$ cat config.mk
export PLATFORM = sky130hd
export DESIGN_NAME = erc_regulator_ctrl
export DESIGN_NICKNAME = d
export VERILOG_FILES = /design/src/hdl/erc_pkg.sv /design/src/hdl/erc_sticky_flag.sv /design/src/hdl/erc_regulator_ctrl.sv
export VERILOG_INCLUDE_DIRS = /design/src /design/src/hdl
export SDC_FILE = /design/constraint.sdc
export NUM_CORES = 1
export LEC_CHECK = 0
export BUFFER_PORTS_ARGS = -buffer_cell sky130_fd_sc_hd__buf_2
export CAP_MARGIN = 20
export CORE_AREA = 3 3 40 42
export DETAILED_ROUTE_END_ITERATION = 6
export DIE_AREA = 0 0 43 45
export MAX_ROUTING_LAYER = met4
export PLACE_DENSITY = 0.66
export SYNTH_ARGS = -nofsm -noshare
export SYNTH_HDL_FRONTEND = slang
export SYNTH_HIERARCHICAL = 1
export SYNTH_SLANG_ARGS = --single-unit
$ cat constraint.sdc
create_clock -name mclk -period 2.5 [get_ports mclk]
set_input_delay 0.5 -clock mclk [delete_from_list [all_inputs] [get_ports mclk]]
set_output_delay 0.5 -clock mclk [all_outputs]
set_load 0.02 [all_outputs]
$ cat src/hdl/erc_cfg.svh
// Constants for the auxiliary external regulator control block
`ifndef ERC_CFG_SVH
`define ERC_CFG_SVH

// Chip operating mode codes on the sbcMode input
`define ERC_MODE_W        3
`define ERC_MODE_INIT     3'h0
`define ERC_MODE_NORMAL   3'h1
`define ERC_MODE_STOP     3'h2
`define ERC_MODE_SLEEP    3'h3
`define ERC_MODE_RESTART  3'h4
`define ERC_MODE_FAILSAFE 3'h5

// Reset values of the control bits
`define ERC_RST_BIT       1'h0

`endif

$ cat src/hdl/erc_pkg.sv
// Types for the auxiliary external regulator control block
package erc_pkg;

   // Configuration state, Gray coded along unconfigured to locked
   typedef enum logic [1:0] {
      ERC_UNCONF     = 2'h0,
      ERC_STANDALONE = 2'h1,
      ERC_LOADSHARE  = 2'h3
   } erc_cfg_e;

   // Main block state
   typedef struct packed {
      erc_cfg_e cfg;
      logic     standaloneEnable;
      logic     loadshareEnable;
      logic     loadshareStopKeep;
      logic     keepOnLowSupply;
      logic     serialAccessFault;
   } erc_state_s;

   // Sticky flag state
   typedef struct packed {
      logic flag;
   } erc_flag_s;

endpackage

$ cat src/hdl/erc_sticky_flag.sv
// Sticky status flag, set by hardware and cleared by a host write
`timescale 1ns/1ps
`default_nettype none
module erc_sticky_flag (
   input  wire logic mclk,
   input  wire logic rst,
   input  wire logic setEvent,
   input  wire logic clearWr,
   input  wire logic condActive,
   output logic      flag
);
   erc_pkg::erc_flag_s state_reg;
   erc_pkg::erc_flag_s state_next;

   // Set wins over clear; a clear is refused while the condition is present
   always_comb begin
      state_next = state_reg;
      if (clearWr && !condActive) begin
         state_next.flag = 1'h0;
      end
      if (setEvent) begin
         state_next.flag = 1'h1;
      end
   end

   // State register
   always_ff @(posedge mclk) begin
      if (rst) begin
         state_reg <= '0;
      end else begin
         state_reg <= state_next;
      end
   end

   assign flag = state_reg.flag;
endmodule
`default_nettype wire

$ cat src/hdl/erc_regulator_ctrl.sv
// Configuration lock, mode enabling and status flags of the auxiliary regulator
// Notes on behaviour
// First standalone set with loadshare clear locks standalone
// Standalone locked: change attempts ignored, no fault
// Standalone shunt trip limits current, sets overcurrent
// Overcurrent flag holds until host clears it
// Standalone undervoltage sets the undervoltage flag
// First loadshare set locks; later changes raise fault
// Loadshare without stop keep switches off in Stop
// Loadshare resumes automatically back in Normal mode
// Loadshare active in Normal, in Stop if kept
// Loadshare never sets the undervoltage flag
// Loadshare regulator off in Fail-Safe mode
// Loadshare has no limiting and no overcurrent flag
// Host should not enable an unused regulator
// Supply undervoltage turns off unless keep-on set
// Clear during active overcurrent leaves flag set
`timescale 1ns/1ps
`default_nettype none
`include "erc_cfg.svh"
module erc_regulator_ctrl (
   input  wire logic                     mclk,
   input  wire logic                     rst,
   input  wire logic [`ERC_MODE_W-1:0]   sbcMode,
   input  wire logic                     cfgWr,
   input  wire logic                     wrStandaloneEnable,
   input  wire logic                     wrLoadshareEnable,
   input  wire logic                     wrLoadshareStopKeep,
   input  wire logic                     wrKeepOnLowSupply,
   input  wire logic                     ocClearWr,
   input  wire logic                     uvClearWr,
   input  wire logic                     shuntTrip,
   input  wire logic                     auxUvDetect,
   input  wire logic                     supplyUv,
   output logic                          standaloneEnable,
   output logic                          loadshareEnable,
   output logic                          loadshareStopKeep,
   output logic                          keepOnLowSupply,
   output logic                          cfgLocked,
   output logic                          cfgIsLoadshare,
   output logic                          serialAccessFault,
   output logic                          regulatorOn,
   output logic                          currentLimit,
   output logic                          auxOvercurrentFlag,
   output logic                          auxUndervoltageFlag
);
   erc_pkg::erc_state_s state_reg;
   erc_pkg::erc_state_s state_next;
   logic                isStandalone;
   logic                isLoadshare;
   logic                modeAllows;
   logic                supplyAllows;
   logic                ocEvent;
   logic                uvEvent;

   assign isStandalone = (state_reg.cfg == erc_pkg::ERC_STANDALONE);
   assign isLoadshare  = (state_reg.cfg == erc_pkg::ERC_LOADSHARE);

   // Configuration lock and control bit updates
   always_comb begin
      state_next = state_reg;
      state_next.serialAccessFault = 1'h0;
      if (cfgWr) begin
         state_next.loadshareStopKeep = wrLoadshareStopKeep;
         state_next.keepOnLowSupply   = wrKeepOnLowSupply;
         case (state_reg.cfg)
            erc_pkg::ERC_UNCONF: begin
               if (wrLoadshareEnable) begin
                  state_next.cfg             = erc_pkg::ERC_LOADSHARE;
                  state_next.loadshareEnable = 1'h1;
               end else if (wrStandaloneEnable) begin
                  state_next.cfg              = erc_pkg::ERC_STANDALONE;
                  state_next.standaloneEnable = 1'h1;
               end
            end
            erc_pkg::ERC_STANDALONE: begin
               // Only on/off remains; a loadshare request is dropped silently
               state_next.standaloneEnable = wrStandaloneEnable;
            end
            erc_pkg::ERC_LOADSHARE: begin
               if (!wrLoadshareEnable || wrStandaloneEnable) begin
                  state_next.serialAccessFault = 1'h1;
               end
            end
            default: begin
               state_next.cfg = erc_pkg::ERC_UNCONF;
            end
         endcase
      end
   end

   // State register
   always_ff @(posedge mclk) begin
      if (rst) begin
         state_reg.cfg               <= erc_pkg::ERC_UNCONF;
         state_reg.standaloneEnable  <= `ERC_RST_BIT;
         state_reg.loadshareEnable   <= `ERC_RST_BIT;
         state_reg.loadshareStopKeep <= `ERC_RST_BIT;
         state_reg.keepOnLowSupply   <= `ERC_RST_BIT;
         state_reg.serialAccessFault <= 1'h0;
      end else begin
         state_reg <= state_next;
      end
   end

   // Mode dependent enabling per configuration
   always_comb begin
      modeAllows = 1'h0;
      if (isLoadshare) begin
         case (sbcMode)
            `ERC_MODE_NORMAL:  modeAllows = 1'h1;
            `ERC_MODE_STOP:    modeAllows = state_reg.loadshareStopKeep;
            `ERC_MODE_RESTART: modeAllows = 1'h1;
            `ERC_MODE_FAILSAFE: modeAllows = 1'h0;
            default:           modeAllows = 1'h0;
         endcase
      end else if (isStandalone) begin
         case (sbcMode)
            `ERC_MODE_INIT:     modeAllows = 1'h0;
            `ERC_MODE_FAILSAFE: modeAllows = 1'h0;
            default:            modeAllows = state_reg.standaloneEnable;
         endcase
      end
   end

   // Supply undervoltage switch-off unless kept on
   assign supplyAllows = !supplyUv || state_reg.keepOnLowSupply;
   assign regulatorOn  = modeAllows && supplyAllows;

   // Limiting and flag events only exist in standalone use
   assign currentLimit = isStandalone && regulatorOn && shuntTrip;
   assign ocEvent      = currentLimit;
   assign uvEvent      = isStandalone && regulatorOn && auxUvDetect;

   // Overcurrent flag, cleared only once the trip is gone
   erc_sticky_flag ocFlag (
      .mclk       (mclk),
      .rst        (rst),
      .setEvent   (ocEvent),
      .clearWr    (ocClearWr),
      .condActive (shuntTrip),
      .flag       (auxOvercurrentFlag)
   );

   // Undervoltage flag
   erc_sticky_flag uvFlag (
      .mclk       (mclk),
      .rst        (rst),
      .setEvent   (uvEvent),
      .clearWr    (uvClearWr),
      .condActive (1'h0),
      .flag       (auxUndervoltageFlag)
   );

   // Register-driven outputs
   assign standaloneEnable  = state_reg.standaloneEnable;
   assign loadshareEnable   = state_reg.loadshareEnable;
   assign loadshareStopKeep = state_reg.loadshareStopKeep;
   assign keepOnLowSupply   = state_reg.keepOnLowSupply;
   assign cfgLocked         = (state_reg.cfg != erc_pkg::ERC_UNCONF);
   assign cfgIsLoadshare    = isLoadshare;
   assign serialAccessFault = state_reg.serialAccessFault;
endmodule
`default_nettype wire

==> metrics.csv, run 1 <==
metric;value;unit
largest_register_ffs;2;
cellPowerDensity;538;mW/mm^2
multi_input_comb_area;254;um^2
die_w;43;um
grt_use_total;0.134;
skew;0.00239;ns
cts_setup_buffers;0;
clockBufferDepth;2;
path_class;input pin to output pin;
status;complete, no violations;
netlist_top_cells_area;dfxtp_1 41%, nor2_1 6.8%, nor3b_2 5.7%;
max_freq;528;MHz
first_iter_violations;8;
p_sw;0.0889;mW
post_cts_resized;0;
ys_ff_latch;9;
start_util;0.344;
layout-drive-gt1-share;0.474;
ys_types;22;
fin_crit_sh;0.758;
worstPathArrival;1.39;ns
synthArstFlopShare;0;
cpMostUsedCell;buf_2;
core_area;0.00128;mm^2
seqPwrFrac;0.478;
first_pass_iters;2;
ios;26;
dieHeight;45;um
final_util;0.476;
fin_crit;1.89;ns
ant_nets;0;
ir_drop;0.270;mV
endpoint_kind;output pin;
grt_overflow_total;0;
rsz0062_at_grt;no;
clk_pin_slew_worst_paths;0.06;ns
synthCells;47;
antenna_found_initial;0;
nets;92;
p_int;0.240;mW
comb_power_share;0.177;
cpMaxStageDelayCell;o221a_2;
cts_tree;yes;
rows;13;
drv_cap;0;
cp.required;2.00;ns
gp_congestion;0.760;
ys_warn_count;6;
p_clk_frac;0.344;
cts_hold_buf;0;
synth_edf_count;0;
yosysTopAreaCell;dfxtp_1;
drc_errors;0;
grt_max_degree;10;
grt_pass1_wl;1790;um
wirelength;1050;um
hp-class;register to register;
antenna_cells;0;
worstSetupStartpointType;input pin;
crit_path_cell_trace;buf_2 -> xor2_1 -> o221a_2 -> and3_1 -> buf_2;
syn-cell-area;442;um^2
finalSetupTns;0;ns
crit_fanout;3;
avgSynthCellArea;9.40;um^2
numCtsBuffers;3;
grt_pass1_vias;400;
synth_top_area_share;0.408;
layout-area-overhead-vs-synth;38.5;%
final-max-slew-violation-count;0;
clkLatencyLatePin;0.26;ns
hpwl;808;um
synth_nets;62;
crit_path_max_incr_delay;0.26;ns
setup_violations;0;
cts-root-buf;clkbuf_4;
hold_start;loadshareEnable;
ff_latch_area;180;um^2
cts_num_sinks;9;
wire_per_inst;11.5;um
critPathLaunch;sbcMode[0];
power_leakage;0.319;nW
routed_via_density;4.80;
r2r-start;state_reg[6];
swShare;0.270;
hold_viol;0;
ys.flop_type;dfxtp_1;
dieArea;0.00194;mm^2
fillCellCount;132;
seq_area_frac_synth;0.408;
num_vias;437;
ctsHtreeMaxLevel;1;
portBuffers;25;
## worst max-delay path: cells and delay by family
family                    cells  cell delay [ns]
buffers and inverters         2             0.28
and+or+nand+nor               1             0.20
xor gates and xnor gates      1             0.15
AOI/OAI and AO/OA             1             0.26
## final timing paths
| path | to | slack (ns) | cells past startpoint |
|---|---|---|---|
| max | currentLimit | 0.61 | 5 |
| min | loadshareEnable | 0.46 | 2 |
| max reg2reg | ocFlag/flag | 1.24 | 4 |
| min reg2reg | loadshareEnable | 0.46 | 2 |
## synthesized netlist by cell type (2+ instances only)
cell type	n
and3_1	2
o221a_2	2
nand2b_1	3
nor3_2	2
nor2_1	8
inv_1	2
and2b_1	2
a21oi_1	2
dfxtp_1	9
mux2i_1	2
nor3b_2	2
## power groups by stage
stage               logic (mW)  registers [mW]  clock network, mW
global placement        0.0575           0.160                  0
CTS                     0.0592           0.157              0.119
detailed placement      0.0589           0.161                  0
global route            0.0655           0.159              0.125
finish                  0.0584           0.157              0.113
floorplan               0.0276           0.164                  0
## area by class of cell
cell class                      count  share of cell area
Multi-Input combinational cell     36               0.415
Sequential cell                     9               0.294
Timing Repair Buffer               25               0.204
Clock buffer                        4              0.0429
Tap cell                           15              0.0307
Inverter                            2              0.0123
## cells by family (layout without fill, tap and decap cells)
logic type,after synthesis,in the layout,synth area share
simple gates,26,26,0.397
flops,9,9,0.408
compound gates,6,6,0.105
mux,2,2,0.0453
buf+inv,2,31,0.0170
other cells,1,1,0.00849
xor+xnor,1,1,0.0198
## per-stage QoR
stage                     cell area [um^2]  power [mW]  setup slack, ns  cells  hold WS [ns]
after detailed placement               586       0.219            0.603     87         0.458
after global routing                   612       0.350            0.533     91         0.498
after CTS                              612       0.336            0.604     91         0.464
final                                  612       0.329            0.606     91         0.463
after floorplan                        442       0.192            0.863     47         0.471
after global placement                 586       0.218            0.634     87         0.458
## cells in the final DEF, fill, tap and decap left out
cell type	instances
and2b_1	2
dfxtp_1	9
o21ai_0	1
a32oi_1	1
and3_1	2
nor3b_2	2
and4b_1	1
inv_1	2
nor3b_1	1
xor2_1	1
nand3b_1	1
buf_2	25
conb_1	1
nor2_1	8
or2_2	1
and2_1	1
a21oi_1	2
nand2b_1	3
clkbuf_1	1
nand2_1	1
mux2i_1	2
o221a_2	2
clkbuf_4	3
and4bb_2	1
nor3_2	2
## layer usage
metal  global-route usage  share of wire  vias to the layer above
met1                0.167           0.44                      193
met4               0.0542         0.0057                        0
met2                0.180           0.44                       20
met3               0.0717           0.11                        2
li1                     -              -                      222
met5                    -              0                        -
No activity file was read; power rests on OpenSTA's default activity.
==> inputs of run 2 (changes only) <==
--- a/config.mk
+++ b/config.mk
@@ -6,13 +6,14 @@
 export SDC_FILE = /design/constraint.sdc
 export NUM_CORES = 1
 export LEC_CHECK = 0
+export ABC_AREA = 1
 export BUFFER_PORTS_ARGS = -buffer_cell sky130_fd_sc_hd__buf_2
 export CAP_MARGIN = 20
 export CORE_AREA = 3 3 40 42
 export DETAILED_ROUTE_END_ITERATION = 6
 export DIE_AREA = 0 0 43 45
 export MAX_ROUTING_LAYER = met4
-export PLACE_DENSITY = 0.66
+export PLACE_DENSITY = 0.69
 export SYNTH_ARGS = -nofsm -noshare
 export SYNTH_HDL_FRONTEND = slang
 export SYNTH_HIERARCHICAL = 1
==> constraint.sdc (replaced) <==
create_clock -name mclk -period 1.63 [get_ports mclk]
set_input_delay 0.326 -clock mclk [delete_from_list [all_inputs] [get_ports mclk]]
set_output_delay 0.326 -clock mclk [all_outputs]
set_load 0.02 [all_outputs]
==> run 2 against run 1 <==
Effect of this change:
- worst hold slack got worse by 0.15 ns
- clock power increased by 50%
- sequential power increased by 52%
- non-clock buffer count increased by 4
- via count increased by 21%
- core utilization increased by 6.2 points
- first-iteration DRC count decreased by 25%
- largest power group unchanged
==> metrics.csv, run 2 <==
metric;value;unit;change
status;complete, no violations;;unchanged
setup_violations;0;;unchanged
multi_input_comb_area;234;um^2;was 254 um^2
regToRegEndpoint;uvFlag/flag;;was ocFlag/flag
grt_max_degree;10;;unchanged
synth-simple-area-share;0.307;;was 0.397
fin_area;692;um^2;was 612 um^2
routed_via_density;4.44;;was 4.80
ys_warn_count;6;;unchanged
drc_errors;0;;unchanged
core_area;0.00128;mm^2;unchanged
hold_start;wrKeepOnLowSupply;;was loadshareEnable
yosysMostFrequentCell;nand2_1;;was dfxtp_1
cts_num_sinks;9;;unchanged
netlist_top_cells_area;dfxtp_1 40%, nand2_1 16%, inv_1 13%;;was dfxtp_1 41%, nor2_1 6.8%, nor3b_2 5.7%
layout-area-overhead-vs-synth;53.2;%;was 38.5%
synthCells;71;;was 47
wire_per_inst;9.61;um;was 11.5 um
synth_top_area_share;0.399;;was 0.408
num_vias;528;;was 437
final_util;0.538;;was 0.476
yosysTopAreaCell;dfxtp_1;;unchanged
first_pass_iters;3;;was 2
rr_worst_depth;9;;was 4
hold_depth;3;;was 2
grt_pass1_vias;460;;was 400
final_common_cell;buf_2;;unchanged
wirelength;1140;um;was 1050 um
place_area;596;um^2;was 586 um^2
mostFrequentLayoutCells;24 x buf_2, 17 x nand2_1, 16 x inv_1;;was 25 x buf_2, 9 x dfxtp_1, 8 x nor2_1
cts-root-buf;clkbuf_4;;unchanged
start_util;0.352;;was 0.344
r2r-start;state_reg[5];;was state_reg[6]
ant_nets;0;;unchanged
p_total;0.515;mW;was 0.329 mW
die_w;43;um;unchanged
ys.flop_type;dfxtp_1;;unchanged
gp_congestion;0.740;;was 0.760
fin_crit_sh;0.953;;
synth-xor-area-share;0;;was 0.0198
ff_latch_area;188;um^2;was 180 um^2
numCtsBuffers;3;;unchanged
max_freq;644;MHz;
first_iter_violations;6;;was 8
reg2reg_slack;0.43;ns;was 1.24 ns
ys_types;15;;was 22
synth_compound_area_frac;0.144;;was 0.105
ctsHtreeMaxLevel;1;;unchanged
dieHeight;45;um;unchanged
cellPowerDensity;744;mW/mm^2;was 538 mW/mm^2
clkLatencyLatePin;0.26;ns;about the same
antenna_cells;0;;unchanged
drv_cap;0;;unchanged
final-max-slew-violation-count;0;;unchanged
ir_drop;0.404;mV;was 0.270 mV
power_leakage;0.376;nW;was 0.319 nW
grt_use_total;0.127;;was 0.134
worstPathArrival;1.23;ns;was 1.39 ns
synth_mux_area_frac;0;;was 0.0453
clockBufferDepth;2;;unchanged
layout-drive-gt1-share;0.423;;was 0.474
ios;26;;unchanged
portBuffers;25;;unchanged
hp-class;input pin to register;;was register to register
fin_hold_ws;0.315;ns;was 0.463 ns
fillCellCount;137;;was 132
synth_adder_area_share;0;;unchanged
antenna_found_initial;0;;unchanged
endpoint_kind;output pin;;unchanged
hold_viol;0;;unchanged
fin_crit;1.55;ns;
timing.final.ws_setup;0.0764;ns;was 0.606 ns
seq_area_frac_synth;0.399;;was 0.408
dpl.cell_count;111;;was 87
clk_pin_slew_worst_paths;0.06;ns;about the same
cts_hold_buf;0;;unchanged
synthArstFlopShare;0;;unchanged
cp.required;1.30;ns;was 2.00 ns
grt_pass1_wl;1790;um;about the same
pre_cts_slack;0.171;ns;was 0.603 ns
synth_nets;86;;was 62
largest_register_ffs;2;;unchanged
finalSetupTns;0;ns;unchanged
cts_tree;yes;;unchanged
ys_ff_latch;9;;unchanged
synth_top_cells_by_count;19 x nand2_1, 16 x inv_1, 9 x dfxtp_1;;was 9 x dfxtp_1, 8 x nor2_1, 3 x nand2b_1
hpwl;833;um;was 808 um
synth_edf_count;0;;unchanged
dieArea;0.00194;mm^2;unchanged
rows;13;;unchanged
syn-cell-area;452;um^2;was 442 um^2
grt_overflow_total;0;;unchanged
whs_endpoint;keepOnLowSupply;;was loadshareEnable
skew;0.00251;ns;was 0.00239 ns
avgSynthCellArea;6.36;um^2;was 9.40 um^2
nets;120;;was 92
fin_cells;119;;was 91
crit_fanout;3;;unchanged
synth_top_family_by_area;simple AND/OR/NAND/NOR gates;;unchanged
worstSetupStartpointType;register;;was input pin
path_class;register to output pin;;was input pin to output pin
-- run 2: cells by family (layout without fill, tap and decap cells) --
| kind of cell | count (synthesis) | in the layout |
|---|---|---|
| AO/OA/AOI/OAI | 11 | 11 |
| buffers and inverters | 17 | 50 |
| flip-flops | 9 | 9 |
| other | 1 | 1 |
| AND/OR/NAND/NOR | 33 | 33 |
-- run 2: metal layers --
metal,vias to the layer above,global-route usage,share of wire
met1,229,0.151,0.46
li1,284,-,-
met3,0,0.0478,0.080
met4,0,0.0542,0
met2,15,0.195,0.46
met5,-,-,0
-- run 2: worst max path at each step --
stage | from | to
floorplan | state_reg[5] | currentLimit
global placement | sbcMode[2] | currentLimit
detailed placement | sbcMode[0] | currentLimit
CTS | state_reg[5] | currentLimit
global route | state_reg[5] | currentLimit
finish | state_reg[5] | currentLimit
-- run 2: critical path: stages, from the launching register on --
cell,delay [ns]
dfxtp_4,0.36
inv_2,0.06
nor2_4,0.09
nand2_1,0.07
nand2_2,0.08
nand3_2,0.09
nor2_4,0.11
buf_6,0.12
-- run 2: where the power goes --
part / switching [mW] / internal [mW]
Combinational: 0.0626 / 0.0430
Sequential: 0.00880 / 0.230
Clock: 0.0758 / 0.0942
Total: 0.147 / 0.368
-- run 2: final cells by class --
| cell class | count | share of cell area |
|---|---|---|
| inverter | 17 | 0.0922 |
| sequential | 9 | 0.271 |
| tap | 15 | 0.0271 |
| timing repair buffer | 29 | 0.233 |
| multi-input combinational | 45 | 0.338 |
| clock buffer | 4 | 0.0380 |
-- run 2: timing repair --
item	CTS	global route
gates resized for setup	4	9
setup endpoints to repair	1	2
gates cloned	0	0
setup buffers	1	3
pin swaps	1	1
==> inputs of run 3 (changes only) <==
--- a/config.mk
+++ b/config.mk
@@ -9,11 +9,15 @@
 export ABC_AREA = 1
 export BUFFER_PORTS_ARGS = -buffer_cell sky130_fd_sc_hd__buf_2
 export CAP_MARGIN = 20
-export CORE_AREA = 3 3 40 42
+export CELL_PAD_IN_SITES_DETAIL_PLACEMENT = 1
+export CELL_PAD_IN_SITES_GLOBAL_PLACEMENT = 1
+export CORE_ASPECT_RATIO = 1.2
+export CORE_MARGIN = 3
+export CORE_UTILIZATION = 23
 export DETAILED_ROUTE_END_ITERATION = 6
-export DIE_AREA = 0 0 43 45
 export MAX_ROUTING_LAYER = met4
-export PLACE_DENSITY = 0.69
+export PLACE_DENSITY = 0.71
+export SLEW_MARGIN = 10
 export SYNTH_ARGS = -nofsm -noshare
 export SYNTH_HDL_FRONTEND = slang
 export SYNTH_HIERARCHICAL = 1
==> run 3 against run 2 <==
Effect of this change:
- global-route usage fell by 1.6 points
- combinational power is 5% higher
- cell area up 1.3%
- worst setup slack got worse by 0.059 ns
- die area increased by 31%
- total power is 0.41% higher
- sequential power about the same
- sequential share of layout area is 0.34 points lower
- clock power shrank 4%
- clock-buffer cell count is the same
- final cell count rose by 1.7%
- largest cell class unchanged
- largest power group unchanged
==> metrics.csv, run 3 (synthesis results as in run 2) <==
metric;value;unit;change
dieArea;0.00253;mm^2;was 0.00194 mm^2
ant_nets;0;;unchanged
die_w;46.5;um;was 43 um
endpoint_kind;output pin;;unchanged
place_area;599;um^2;was 596 um^2
antenna_cells;0;;unchanged
cts-root-buf;clkbuf_4;;unchanged
rsz0062_at_grt;yes;;
mostFrequentLayoutCells;24 x buf_2, 16 x inv_1, 16 x nand2_1;;was 24 x buf_2, 17 x nand2_1, 16 x inv_1
skew;0.00274;ns;was 0.00251 ns
cts_tree;yes;;unchanged
first_pass_iters;3;;unchanged
core_area;0.00174;mm^2;was 0.00128 mm^2
cts_num_sinks;9;;unchanged
grt_use_total;0.112;;was 0.127
power_leakage;0.371;nW;was 0.376 nW
pre_cts_slack;0.137;ns;was 0.171 ns
final_util;0.402;;was 0.538
drc_errors;0;;unchanged
start_util;0.259;;was 0.352
fillCellCount;252;;was 137
ir_drop;0.430;mV;was 0.404 mV
dieHeight;54.5;um;was 45 um
ios;26;;unchanged
gp_congestion;0.782;;was 0.740
wirelength;1390;um;was 1140 um
worstPathArrival;1.29;ns;was 1.23 ns
first_iter_violations;3;;was 6
wire_per_inst;11.5;um;was 9.61 um
hold_viol;0;;unchanged
dpl.cell_count;114;;was 111
fin_crit_sh;0.990;;was 0.953
drv_cap;0;;unchanged
fin_area;701;um^2;was 692 um^2
layout-drive-gt1-share;0.427;;was 0.423
crit_fanout;4;;was 3
ctsHtreeMaxLevel;1;;unchanged
fin_crit;1.61;ns;was 1.55 ns
finalSetupTns;0;ns;unchanged
grt_max_degree;10;;unchanged
cp.required;1.30;ns;about the same
largest_register_ffs;2;;unchanged
status;complete, no violations;;unchanged
portBuffers;25;;unchanged
final-max-slew-violation-count;0;;unchanged
clk_pin_slew_worst_paths;0.06;ns;about the same
grt_pass1_wl;1970;um;was 1790 um
max_freq;620;MHz;was 644 MHz
cts_hold_buf;0;;unchanged
timing.final.ws_setup;0.0170;ns;was 0.0764 ns
setup_violations;0;;unchanged
hpwl;1030;um;was 833 um
grt_overflow_total;0;;unchanged
numCtsBuffers;3;;unchanged
num_vias;535;;was 528
rows;16;;was 13
routed_via_density;4.42;;was 4.44
nets;119;;was 120
final_common_cell;buf_2;;unchanged
clkLatencyLatePin;0.25;ns;was 0.26 ns
cellPowerDensity;738;mW/mm^2;was 744 mW/mm^2
worstSetupStartpointType;register;;unchanged
fin_cells;121;;was 119
clockBufferDepth;2;;unchanged
hp-class;input pin to register;;unchanged
grt_pass1_vias;518;;was 460
layout-area-overhead-vs-synth;55.1;%;was 53.2%
antenna_found_initial;0;;unchanged
path_class;register to output pin;;unchanged
run 3: final timing paths:
kind,startpoint,endpoint,slack (ns),depth (start not counted)
worst min-delay path,wrKeepOnLowSupply,keepOnLowSupply,0.32,3
worst max register to register,state_reg[5],uvFlag/flag,0.38,9
worst max-delay path,state_reg[5],currentLimit,0.02,7
worst min register to register,loadshareEnable,loadshareEnable,0.45,2
run 3: where the power goes:
part | leakage [nW] | switching [mW] | internal [mW]
Combinational | 0.281 | 0.0661 | 0.0451
Clock | 0.0150 | 0.0702 | 0.0939
Sequential | 0.0749 | 0.0111 | 0.230
run 3: critical path, cell delays in order (launching register included):
cell and delay (ns):
dfxtp_4 0.37, inv_4 0.05, nor2_4 0.14, nand2_2 0.07
nand2_2 0.08, nand3_4 0.08, nor2_4 0.12, buf_6 0.13
run 3: area by class of cell:
cell class,count,area [um^2],share of cell area
multi-input cells,45,244,0.348
flip-flops and latches,9,188,0.268
repair buffers,28,154,0.220
inverters,17,66.3,0.0946
clock buffers,4,26.3,0.0375
well taps,18,22.5,0.0321
run 3: per-layer routing:
| layer | global-route usage | routed length, um | vias up |
|---|---|---|---|
| li1 | - | - | 278 |
| met1 | 0.120 | 532 | 237 |
| met2 | 0.188 | 726 | 18 |
| met3 | 0.0395 | 114 | 2 |
| met4 | 0.0379 | 12 | 0 |
| met5 | - | 0 | - |
run 3: timing repair:
item                       in CTS  in global routing
gates resized for setup         4                 12
buffers inserted                1                  2
pin swaps                       1                  3
setup endpoints to repair       1                  1
run 3: metrics by stage:
stage          hold WS, ns  total power, mW
4_1_cts              0.315            0.512
3_5_place_dp         0.443            0.339
6_report             0.319            0.517
2_1_floorplan        0.388            0.294
5_1_grt              0.339            0.552
3_3_place_gp         0.438            0.336
